[src/core/cba_pkg.sv]
package cba_pkg;
  // Register regions, selected by address bits [11:10]
  localparam logic [1:0] REGION_ATTR = 2'h0;
  localparam logic [1:0] REGION_SYND = 2'h1;
  localparam logic [1:0] REGION_EXT = 2'h2;
  localparam logic [11:0] ATTR_BASE = 12'h000;
  localparam logic [11:0] SYND_BASE = 12'h400;
  localparam logic [11:0] EXT_BASE = 12'h800;
  localparam int ADDR_W = 12;
  localparam int REGION_LSB = 10;
  localparam int INDEX_LSB = 2;
  localparam int INDEX_W = 8;
  // Attribute register fields
  localparam int IRQ_IDX_LSB = 24;
  localparam int TYPE_LSB = 16;
  localparam int S2_IDX_LSB = 8;
  localparam int HYP_BIT = 10;
  localparam int VMID8_LSB = 0;
  // Extended attribute register fields
  localparam int WIDE_VMID_LSB = 16;
  localparam int MONITOR_CONTEXT_BIT = 1;
  localparam int AW64_BIT = 0;
  // Syndrome register fields
  localparam int SDI_LSB = 16;
  localparam int SID_LSB = 0;
  // Reset values
  localparam logic [31:0] ATTR_RST = 32'h0000_0000;
  localparam logic [31:0] EXT_RST = 32'h0000_0000;
  localparam logic [31:0] SYND_RST = 32'h0000_0000;
  // Context types
  localparam logic [1:0] TYPE_S2_ONLY = 2'h0;
  localparam logic [1:0] TYPE_S1_BYPASS = 2'h1;
  localparam logic [1:0] TYPE_S1_FAULT = 2'h2;
  localparam logic [1:0] TYPE_NESTED = 2'h3;
  // Bus encodings
  localparam logic [1:0] HTRANS_NONSEQ = 2'h2;
  localparam logic HRESP_OKAY = 1'b0;
  typedef enum logic [1:0] {BUS_IDLE, BUS_WRITE, BUS_RD_WAIT, BUS_RD_DONE} cba_bus_e;
endpackage : cba_pkg

[src/core/cba_bus_if.sv]
`timescale 1ns/1ps
interface cba_bus_if;
  logic wr;
  logic [1:0] region;
  logic [7:0] index;
  logic [31:0] wdata;
  logic nonsec;
  logic [31:0] rdata;
  modport slave (output wr, region, index, wdata, nonsec, input rdata);
  modport regs (input wr, region, index, wdata, nonsec, output rdata);
endinterface : cba_bus_if

[src/core/cba_ahb_slave.sv]
`timescale 1ns/1ps
module cba_ahb_slave
  import cba_pkg::*;
(
  input wire logic clk,
  input wire logic rst,
  input wire logic hsel,
  input wire logic [ADDR_W-1:0] haddr,
  input wire logic [1:0] htrans,
  input wire logic hwrite,
  input wire logic [2:0] hsize,
  input wire logic hnonsec,
  input wire logic [31:0] hwdata,
  input wire logic hready,
  output logic hreadyout,
  output logic [31:0] hrdata,
  output logic hresp,
  cba_bus_if.slave bus
);
  cba_bus_e state_q;
  cba_bus_e state_d;
  logic [ADDR_W-1:0] addr_q;
  logic nonsec_q;
  logic [31:0] rdata_q;
  wire take = hsel & hready & (htrans == HTRANS_NONSEQ);
  wire word = (hsize == 3'h2);

  // Word reads take one wait state so a preceding write is visible
  always_comb
  begin
    unique case (state_q)
      BUS_IDLE: state_d = take ? (hwrite ? BUS_WRITE : BUS_RD_WAIT) : BUS_IDLE;
      BUS_WRITE: state_d = take ? (hwrite ? BUS_WRITE : BUS_RD_WAIT) : BUS_IDLE;
      BUS_RD_WAIT: state_d = BUS_RD_DONE;
      BUS_RD_DONE: state_d = take ? (hwrite ? BUS_WRITE : BUS_RD_WAIT) : BUS_IDLE;
    endcase
  end

  always_ff @(posedge clk or posedge rst)
  begin
    if (rst)
    begin
      state_q <= BUS_IDLE;
      addr_q <= '0;
      nonsec_q <= 1'b1;
      rdata_q <= 32'h0000_0000;
    end
    else
    begin
      state_q <= (take & ~word) ? BUS_IDLE : state_d;
      if (take)
      begin
        addr_q <= haddr;
        nonsec_q <= hnonsec;
      end
      if (state_q == BUS_RD_WAIT)
        rdata_q <= bus.rdata;
    end
  end

  assign bus.wr = (state_q == BUS_WRITE);
  assign bus.region = addr_q[REGION_LSB +: 2];
  assign bus.index = addr_q[INDEX_LSB +: INDEX_W];
  assign bus.wdata = hwdata;
  assign bus.nonsec = nonsec_q;
  assign hreadyout = (state_q != BUS_RD_WAIT);
  assign hrdata = rdata_q;
  assign hresp = HRESP_OKAY;
endmodule : cba_ahb_slave

[src/core/cba_lookup.sv]
`timescale 1ns/1ps
module cba_lookup
  import cba_pkg::*;
#(
  parameter int NUM_BANKS = 8,
  parameter int BANK_IDX_W = 3
)
(
  input wire logic clk,
  input wire logic rst,
  input wire logic [BANK_IDX_W-1:0] bank,
  input wire logic wide_en,
  input wire logic ext_addr_en,
  input wire logic [NUM_BANKS-1:0] secure,
  input wire logic [NUM_BANKS-1:0][1:0] ctx_type,
  input wire logic [NUM_BANKS-1:0] hyp,
  input wire logic [NUM_BANKS-1:0][BANK_IDX_W-1:0] s2_idx,
  input wire logic [NUM_BANKS-1:0][7:0] vmid8,
  input wire logic [NUM_BANKS-1:0][15:0] wide_vmid,
  input wire logic [NUM_BANKS-1:0] monitor_context,
  input wire logic [NUM_BANKS-1:0] aw64,
  output logic invalid_ctx,
  output logic stage2_en,
  output logic [BANK_IDX_W-1:0] stage2_bank,
  output logic [15:0] vm_id,
  output logic tag_suppress,
  output logic fmt_64,
  output logic long_desc
);
  wire [1:0] t = ctx_type[bank];
  wire hyp32 = (t == TYPE_S1_BYPASS) & hyp[bank];
  wire mon_eff = monitor_context[bank] & aw64[bank] & (t == TYPE_S1_BYPASS) & secure[bank];
  wire aw_eff = aw64[bank] & ~hyp32;

  always_ff @(posedge clk or posedge rst)
  begin
    if (rst)
    begin
      invalid_ctx <= 1'b0;
      stage2_en <= 1'b0;
      stage2_bank <= '0;
      vm_id <= 16'h0000;
      tag_suppress <= 1'b0;
      fmt_64 <= 1'b0;
      long_desc <= 1'b0;
    end
    else
    begin
      invalid_ctx <= (t == TYPE_S1_FAULT);
      stage2_en <= (t == TYPE_NESTED);
      stage2_bank <= (t == TYPE_NESTED) ? s2_idx[bank] : '0;
      vm_id <= wide_en ? wide_vmid[bank] : {8'h00, vmid8[bank]};
      tag_suppress <= mon_eff | hyp32;
      fmt_64 <= aw_eff;
      long_desc <= aw_eff | ext_addr_en;
    end
  end
endmodule : cba_lookup

[src/core/cba_regs.sv]
`timescale 1ns/1ps
module cba_regs
  import cba_pkg::*;
#(
  parameter int NUM_BANKS = 8,
  parameter int BANK_IDX_W = 3,
  parameter int IRQ_W = 8,
  parameter int SID_W = 16,
  parameter int SDI_W = 16,
  parameter bit TWO_SEC = 1'b1,
  parameter bit ONLY_64 = 1'b0
)
(
  input wire logic MCLK,
  input wire logic RST,
  input wire logic HSEL,
  input wire logic [ADDR_W-1:0] HADDR,
  input wire logic [1:0] HTRANS,
  input wire logic HWRITE,
  input wire logic [2:0] HSIZE,
  input wire logic HNONSEC,
  input wire logic [31:0] HWDATA,
  input wire logic HREADY,
  output logic HREADYOUT,
  output logic [31:0] HRDATA,
  output logic HRESP,
  input wire logic WIDE_VM_ID_ENABLE,
  input wire logic WIDE_VM_ID_SUPPORTED,
  input wire logic [NUM_BANKS-1:0] BANK_SECURE,
  input wire logic [NUM_BANKS-1:0] SECURITY_CHANGE,
  input wire logic [NUM_BANKS-1:0] BANK_STALLED,
  output logic [NUM_BANKS-1:0] RETRY_STALLED,
  input wire logic FAULT_VALID,
  input wire logic [BANK_IDX_W-1:0] FAULT_BANK,
  input wire logic [15:0] FAULT_STREAM_IDENTIFIER,
  input wire logic [15:0] FAULT_SECURITY_DESCRIPTOR_INDEX,
  input wire logic FAULT_TRANSLATION_OP,
  output logic [NUM_BANKS-1:0] CONTEXT_IRQ,
  output logic CONTEXT_IRQ_VALID,
  output logic [IRQ_W-1:0] CONTEXT_IRQ_INDEX,
  input wire logic [BANK_IDX_W-1:0] LOOKUP_BANK,
  input wire logic LOOKUP_EXTENDED_ADDRESS_ENABLE,
  output logic LOOKUP_INVALID_CONTEXT,
  output logic LOOKUP_STAGE2_ENABLE,
  output logic [BANK_IDX_W-1:0] LOOKUP_STAGE2_BANK,
  output logic [15:0] LOOKUP_VM_ID,
  output logic LOOKUP_TAG_SUPPRESS,
  output logic LOOKUP_FORMAT_64,
  output logic LOOKUP_LONG_DESCRIPTOR
);
  cba_bus_if bus ();

  logic [NUM_BANKS-1:0][IRQ_W-1:0] irq_idx_q;
  logic [NUM_BANKS-1:0][1:0] type_q;
  logic [NUM_BANKS-1:0] hyp_q;
  logic [NUM_BANKS-1:0][BANK_IDX_W-1:0] s2_idx_q;
  logic [NUM_BANKS-1:0][7:0] vmid8_q;
  logic [NUM_BANKS-1:0][15:0] wide_vmid_q;
  logic [NUM_BANKS-1:0] monitor_context_q;
  logic [NUM_BANKS-1:0] aw64_q;
  logic [NUM_BANKS-1:0][SID_W-1:0] sid_q;
  logic [NUM_BANKS-1:0][SDI_W-1:0] sdi_q;
  logic [NUM_BANKS-1:0] retry_q;
  logic [NUM_BANKS-1:0] irq_q;
  logic irq_valid_q;
  logic [IRQ_W-1:0] irq_index_q;

  wire wide_en = WIDE_VM_ID_ENABLE & WIDE_VM_ID_SUPPORTED;
  wire idx_ok = (bus.index < 8'(NUM_BANKS));
  wire [BANK_IDX_W-1:0] sel = bus.index[BANK_IDX_W-1:0];
  wire wr_attr = bus.wr & idx_ok & (bus.region == REGION_ATTR);
  wire wr_ext = bus.wr & idx_ok & (bus.region == REGION_EXT);
  wire wr_synd = bus.wr & idx_ok & (bus.region == REGION_SYND);
  wire [1:0] new_type = bus.wdata[TYPE_LSB +: 2];
  wire fault_record = FAULT_VALID & ~FAULT_TRANSLATION_OP;

  cba_ahb_slave u_slave (
    .clk(MCLK),
    .rst(RST),
    .hsel(HSEL),
    .haddr(HADDR),
    .htrans(HTRANS),
    .hwrite(HWRITE),
    .hsize(HSIZE),
    .hnonsec(HNONSEC),
    .hwdata(HWDATA),
    .hready(HREADY),
    .hreadyout(HREADYOUT),
    .hrdata(HRDATA),
    .hresp(HRESP),
    .bus(bus.slave)
  );

  genvar b;
  generate
    for (b = 0; b < NUM_BANKS; b++)
    begin : g_bank
      wire hit = (sel == BANK_IDX_W'(b));
      wire fault_hit = fault_record & (FAULT_BANK == BANK_IDX_W'(b));

      // Attribute register
      always_ff @(posedge MCLK or posedge RST)
      begin
        if (RST)
        begin
          irq_idx_q[b] <= ATTR_RST[IRQ_IDX_LSB +: IRQ_W];
          type_q[b] <= ATTR_RST[TYPE_LSB +: 2];
          hyp_q[b] <= ATTR_RST[HYP_BIT];
          s2_idx_q[b] <= ATTR_RST[S2_IDX_LSB +: BANK_IDX_W];
          vmid8_q[b] <= ATTR_RST[VMID8_LSB +: 8];
        end
        else if (wr_attr & hit)
        begin
          irq_idx_q[b] <= bus.wdata[IRQ_IDX_LSB +: IRQ_W];
          type_q[b] <= new_type;
          hyp_q[b] <= (new_type == TYPE_S1_BYPASS) & bus.wdata[HYP_BIT];
          s2_idx_q[b] <= (new_type == TYPE_NESTED) ?
            bus.wdata[S2_IDX_LSB +: BANK_IDX_W] : '0;
          vmid8_q[b] <= wide_en ? 8'h00 : bus.wdata[VMID8_LSB +: 8];
        end
      end

      // Extended attribute register
      always_ff @(posedge MCLK or posedge RST)
      begin
        if (RST)
        begin
          wide_vmid_q[b] <= EXT_RST[WIDE_VMID_LSB +: 16];
          monitor_context_q[b] <= EXT_RST[MONITOR_CONTEXT_BIT];
          aw64_q[b] <= EXT_RST[AW64_BIT];
          retry_q[b] <= 1'b0;
        end
        else
        begin
          retry_q[b] <= wr_ext & hit & BANK_STALLED[b];
          if (wr_ext & hit)
          begin
            wide_vmid_q[b] <= wide_en ? bus.wdata[WIDE_VMID_LSB +: 16] : 16'h0000;
            monitor_context_q[b] <= TWO_SEC & bus.wdata[MONITOR_CONTEXT_BIT];
            aw64_q[b] <= bus.wdata[AW64_BIT];
          end
          else if (SECURITY_CHANGE[b])
            aw64_q[b] <= EXT_RST[AW64_BIT];
        end
      end

      // Syndrome register, a recorded fault wins over a software write
      always_ff @(posedge MCLK or posedge RST)
      begin
        if (RST)
        begin
          sid_q[b] <= SYND_RST[SID_LSB +: SID_W];
          sdi_q[b] <= SYND_RST[SDI_LSB +: SDI_W];
        end
        else if (fault_hit)
        begin
          sid_q[b] <= FAULT_STREAM_IDENTIFIER[SID_W-1:0];
          sdi_q[b] <= FAULT_SECURITY_DESCRIPTOR_INDEX[SDI_W-1:0];
        end
        else if (wr_synd & hit)
        begin
          sid_q[b] <= bus.wdata[SID_LSB +: SID_W];
          if (!bus.nonsec)
            sdi_q[b] <= bus.wdata[SDI_LSB +: SDI_W];
        end
      end
    end
  endgenerate

  // Read data of the selected bank
  wire [31:0] rd_attr = {IRQ_W'(irq_idx_q[sel]), 6'h00, type_q[sel],
    (type_q[sel] == TYPE_NESTED) ? 8'(s2_idx_q[sel]) :
    {5'h00, hyp_q[sel], 2'h0}, wide_en ? 8'h00 : vmid8_q[sel]};
  wire [31:0] rd_ext = {wide_en ? wide_vmid_q[sel] : 16'h0000, 14'h0000,
    monitor_context_q[sel] & TWO_SEC, aw64_q[sel] | ONLY_64};
  wire [31:0] rd_synd = {bus.nonsec ? 16'h0000 : 16'(sdi_q[sel]), 16'(sid_q[sel])};
  assign bus.rdata = !idx_ok ? 32'h0000_0000 :
    (bus.region == REGION_ATTR) ? rd_attr :
    (bus.region == REGION_EXT) ? rd_ext :
    (bus.region == REGION_SYND) ? rd_synd : 32'h0000_0000;

  // Fault interrupt, dedicated line per bank plus numbered index
  always_ff @(posedge MCLK or posedge RST)
  begin
    if (RST)
    begin
      irq_q <= '0;
      irq_valid_q <= 1'b0;
      irq_index_q <= '0;
    end
    else
    begin
      irq_q <= FAULT_VALID ? (NUM_BANKS'(1) << FAULT_BANK) : '0;
      irq_valid_q <= FAULT_VALID;
      irq_index_q <= FAULT_VALID ? irq_idx_q[FAULT_BANK] : irq_index_q;
    end
  end

  assign CONTEXT_IRQ = irq_q;
  assign CONTEXT_IRQ_VALID = irq_valid_q;
  assign CONTEXT_IRQ_INDEX = irq_index_q;
  assign RETRY_STALLED = retry_q;

  logic [NUM_BANKS-1:0] aw64_eff;
  assign aw64_eff = aw64_q | {NUM_BANKS{ONLY_64}};

  cba_lookup #(
    .NUM_BANKS(NUM_BANKS),
    .BANK_IDX_W(BANK_IDX_W)
  ) u_lookup (
    .clk(MCLK),
    .rst(RST),
    .bank(LOOKUP_BANK),
    .wide_en(wide_en),
    .ext_addr_en(LOOKUP_EXTENDED_ADDRESS_ENABLE),
    .secure(BANK_SECURE),
    .ctx_type(type_q),
    .hyp(hyp_q),
    .s2_idx(s2_idx_q),
    .vmid8(vmid8_q),
    .wide_vmid(wide_vmid_q),
    .monitor_context(monitor_context_q),
    .aw64(aw64_eff),
    .invalid_ctx(LOOKUP_INVALID_CONTEXT),
    .stage2_en(LOOKUP_STAGE2_ENABLE),
    .stage2_bank(LOOKUP_STAGE2_BANK),
    .vm_id(LOOKUP_VM_ID),
    .tag_suppress(LOOKUP_TAG_SUPPRESS),
    .fmt_64(LOOKUP_FORMAT_64),
    .long_desc(LOOKUP_LONG_DESCRIPTOR)
  );
endmodule : cba_regs

[config.mk]
export PLATFORM = sky130hd
export DESIGN_NAME = cba_regs
export DESIGN_NICKNAME = d
export VERILOG_FILES = /design/src/core/cba_pkg.sv /design/src/core/cba_bus_if.sv /design/src/core/cba_ahb_slave.sv /design/src/core/cba_lookup.sv /design/src/core/cba_regs.sv
export SDC_FILE = /design/constraint.sdc
export NUM_CORES = 2
export LEC_CHECK = 0
export BUFFER_PORTS_ARGS = -buffer_cell sky130_fd_sc_hd__buf_2
export CORE_ASPECT_RATIO = 0.7
export CORE_MARGIN = 2
export CORE_UTILIZATION = 30
export CTS_CLUSTER_DIAMETER = 120
export DETAILED_ROUTE_END_ITERATION = 8
export SETUP_SLACK_MARGIN = 0.02
export SYNTH_ARGS = -nofsm -noshare
export SYNTH_HDL_FRONTEND = slang
export SYNTH_SLANG_ARGS = --single-unit
[constraint.sdc]
create_clock -name MCLK -period 56.3 [get_ports MCLK]
set_input_delay 16.89 -clock MCLK [delete_from_list [all_inputs] [get_ports MCLK]]
set_output_delay 16.89 -clock MCLK [all_outputs]
set_load 0.02 [all_outputs]
==> flow_summary_export.csv <==
group,metric,value,unit
setup_path,path_class,"input pin to register",
logic_synthesis,muxShareOfSynthArea,26.73,%
layout,layout_commonest_cell,"dfrtp_1",
setup_path,cp_common_cell,"buf_4",
timing,slew_violations,0,
clock_tree,cts_buffer_depth,3,
setup_path,crit_fanout,35,
logic_synthesis,synth_edf_count,0,
logic_synthesis,synth_xor_area_share,0,%
detailed_routing,drt-pass1-iter-count,5,
layout,postLayoutCoreUtil,34.66,%
clock_tree,ctsRootBufferMaster,"clkbuf_16",
timing,fmax,0.05139,GHz
logic_synthesis,synth_top_area_cell,"dfrtp_1",
layout,drive_gt1_share,23.36,%
detailed_routing,wl_per_cell,25.22,µm
grt,grtUsageTotal,19.91,%
layout,register_area,16770,µm²
timing,fin_skew,0.02234,ns
die,coreArea,111000,µm²
status,status,"finished, final reports clean",
logic_synthesis,syn_area,33750,µm²
setup_path,endpoint_kind,"register",
detailed_routing,routed_wl,115.4,mm
timing,hold_violations,0,
layout,fill_cells,11060,
die,num_io_pins,205,
layout,multi_input_area,15860,µm²
die,die_area,115300,µm²
logic_synthesis,syn-num-nets,3138,
grt,grt_pass1_wl,170.1,mm
setup_path,arrival,20.00,ns
detailed_routing,routed-via-count,24610,
power,power,1.447,mW
logic_synthesis,yosys_warnings,0,
clock_tree,numCtsBuffers,73,
clock_tree,cts_tree,"built",
logic_synthesis,synthAdderAreaFrac,0,%
die,die_h,284.6,µm
logic_synthesis,synth-seq-area-share,49.68,%
grt,grt_overflow,0,
timing,setup_viol,0,
logic_synthesis,synth_cells,3016,
clock_tree,cts.htree.levels,3,
logic_synthesis,synth_top_area_share,49.60,%
die,fp.dieW,404.9,µm
die,rows,102,
layout,area_delta_synth_final,14.01,%
timing,worstMarginPinSlew,1.166,ns
setup_path,cp_num_buf_inv,2,
clock_tree,clk_latency,0.66,ns
timing,fin_crit_sh,34.56,%
logic_synthesis,synth.top_cells.by_area,"dfrtp_1, mux4_2, mux2i_1, o21ai_0, nand2_1",
setup_path,required,56.84,ns
logic_synthesis,async_flop_share,100.0,%
timing,rsz0062_at_grt,"no",
logic_synthesis,synth_top_family_by_area,"multiplexers",
detailed_routing,first_iter_violations,2583,
logic_synthesis,synth-compound-area-share,10.45,%
grt,grt_pass1_vias,24410,
clock_tree,cts_setup_buffers,0,
power,vdd_drop_max,0.00002538,V
job,maxCapViolCount,0,
layout,nNetsFinal,3184,
setup_path,crit_slowest_cell,"buf_4",
detailed_routing,drc,0,
power,p_leak,17.16,nW
clock_tree,cts-resized-gates,0,
die,start_util,30.40,%
setup_path,path_delay_family,"buffers and inverters",
timing,fin_crit,19.46,ns
worst_hold_path,hold_path_class,"register to register",
setup_path,worst_setup_path_start_kind,"input pin",
detailed_routing,ant_nets,0,
logic_synthesis,syn_area_per_cell,11.19,µm²
setup_path,cp_cell_sequence,"buf_4, buf_4, mux4_2, and2_1, nor2_1, a21oi_1, or2_2",
placement,place_hpwl,74.61,mm
clock_tree,clkTransAtPathRegs,0.06,ns
clock_tree,cts_sinks,670,
power,power.density,37.60,nW/µm²
logic_synthesis,ys_ff_latch,670,
logic_synthesis,synthSimpleGateAreaFrac,9.427,%
logic_synthesis,synth_top_flop_cell,"dfrtp_1",
timing,slew_headroom,22.27,%
placement,numPortBuffers,201,
timing,fin_tns_setup,0,ns
placement,place.gp.congestion,0.8483,
grt,antenna_found_initial,14,
setup_path,max_stage_delay,0.69,ns
grt,grt_max_degree,166,
detailed_routing,drt-vias-per-instance,5.381,
clock_tree,cts_hold_buf,0,
logic_synthesis,synth.distinct_cells,60,
layout,mostFrequentLayoutCells,"dfrtp_1, nand2_1, o21ai_0",
[report_power, final]
part / internal [mW] / leakage, nW / switching, mW / total [mW]
Combinational: 0.138 / 8.32 / 0.177 / 0.315
Clock: 0.287 / 1.21 / 0.213 / 0.500
Sequential: 0.569 / 7.63 / 0.0626 / 0.632
Total: 0.994 / 17.2 / 0.453 / 1.45
[cell families after synthesis]
kind of cell           count (synthesis)
other                                  1
buffers and inverters                310
AND/OR/NAND/NOR                      751
AO/OA/AOI/OAI                        644
flip-flops                           670
multiplexers                         640
[Yosys cell counts, drive strengths merged (6+ instances only)]
| master | n |
|---|---|
| nor3 | 6 |
| nand3 | 36 |
| nor2 | 53 |
| o21ai | 504 |
| mux4 | 200 |
| dfrtp | 669 |
| nand2 | 588 |
| mux2i | 349 |
| o221ai | 13 |
| a31oi | 7 |
| a21oi | 30 |
| a22oi | 47 |
| o211ai | 7 |
| a21boi | 8 |
| mux2 | 91 |
| inv | 13 |
| nor2b | 7 |
| nand2b | 9 |
| nand3b | 14 |
| buf | 128 |
| clkbuf | 169 |
[layer usage]
metal  up-vias  global-route usage [%]  wire length [µm]
li1      10900                       -                 -
met1     12540                   29.59             52830
met2       992                   27.74             48080
met3       163                   6.887             12260
met4        12                   3.955              2135
met5         -                       0                69
[through the flow]
stage / area (µm²) / std cells / hold slack [ns] / setup WS [ns]
2_1_floorplan: 33750 / 3016 / 0.4442 / 20.63
3_3_place_gp: 36050 / 4443 / 0.4572 / 36.09
3_5_place_dp: 36050 / 4443 / 0.4636 / 36.05
4_1_cts: 38480 / 4572 / 0.4774 / 36.77
5_1_grt: 38480 / 4572 / 0.4934 / 36.54
6_report: 38480 / 4574 / 0.4746 / 36.84
[registers in the layout, indices dropped and copies added (netlist names), 2 cells and up]
register and cells:
monitor_context_q 8, hyp_q 8, u_slave.hrdata 32, sid_q 128
u_lookup.stage2_bank 3, aw64_eff 8, type_q 16, wide_vmid_q 128
s2_idx_q 24, irq_idx_q 64, CONTEXT_IRQ_INDEX 8, u_slave.state_q 2
RETRY_STALLED 8, vmid8_q 64, CONTEXT_IRQ 8, u_lookup.vm_id 16
u_slave.addr_q 10, sdi_q 128
[cell type report]
type | instances | share of cell area [%]
antenna | 2 | 0.01301
sequential | 670 | 43.59
multi-input combinational | 2036 | 41.20
timing repair buffer | 268 | 3.999
clock inverter | 19 | 0.4422
tap | 1456 | 4.734
inverter | 13 | 0.1463
clock buffer | 110 | 5.875
[final timing paths]
check | startpoint | endpoint | slack (ns) | depth (start not counted)
max in group asynchronous | RST | type_q[13]$_DFFE_PP0P_ | 37.20 | 5
setup reg to reg | u_slave.addr_q[2]$_DFFE_PP0N_ | u_slave.hrdata[1]$_DFFE_PP0N_ | 52.47 | 6
setup / recovery | LOOKUP_BANK[0] | u_lookup.long_desc$_DFF_PP0_ | 36.84 | 7
hold / removal | sid_q[105]$_DFFE_PP0P_ | sid_q[105]$_DFFE_PP0P_ | 0.47 | 2
hold reg to reg | sid_q[105]$_DFFE_PP0P_ | sid_q[105]$_DFFE_PP0P_ | 0.47 | 2
min in group asynchronous | RST | sdi_q[3]$_DFFE_PP0P_ | 16.42 | 2
[worst min-delay path, stage by stage, from the launching register on]
cell     delay (ns)
dfrtp_1        0.34
nand2_1        0.05
o21ai_0        0.06
(Power assumes the default switching activity.)
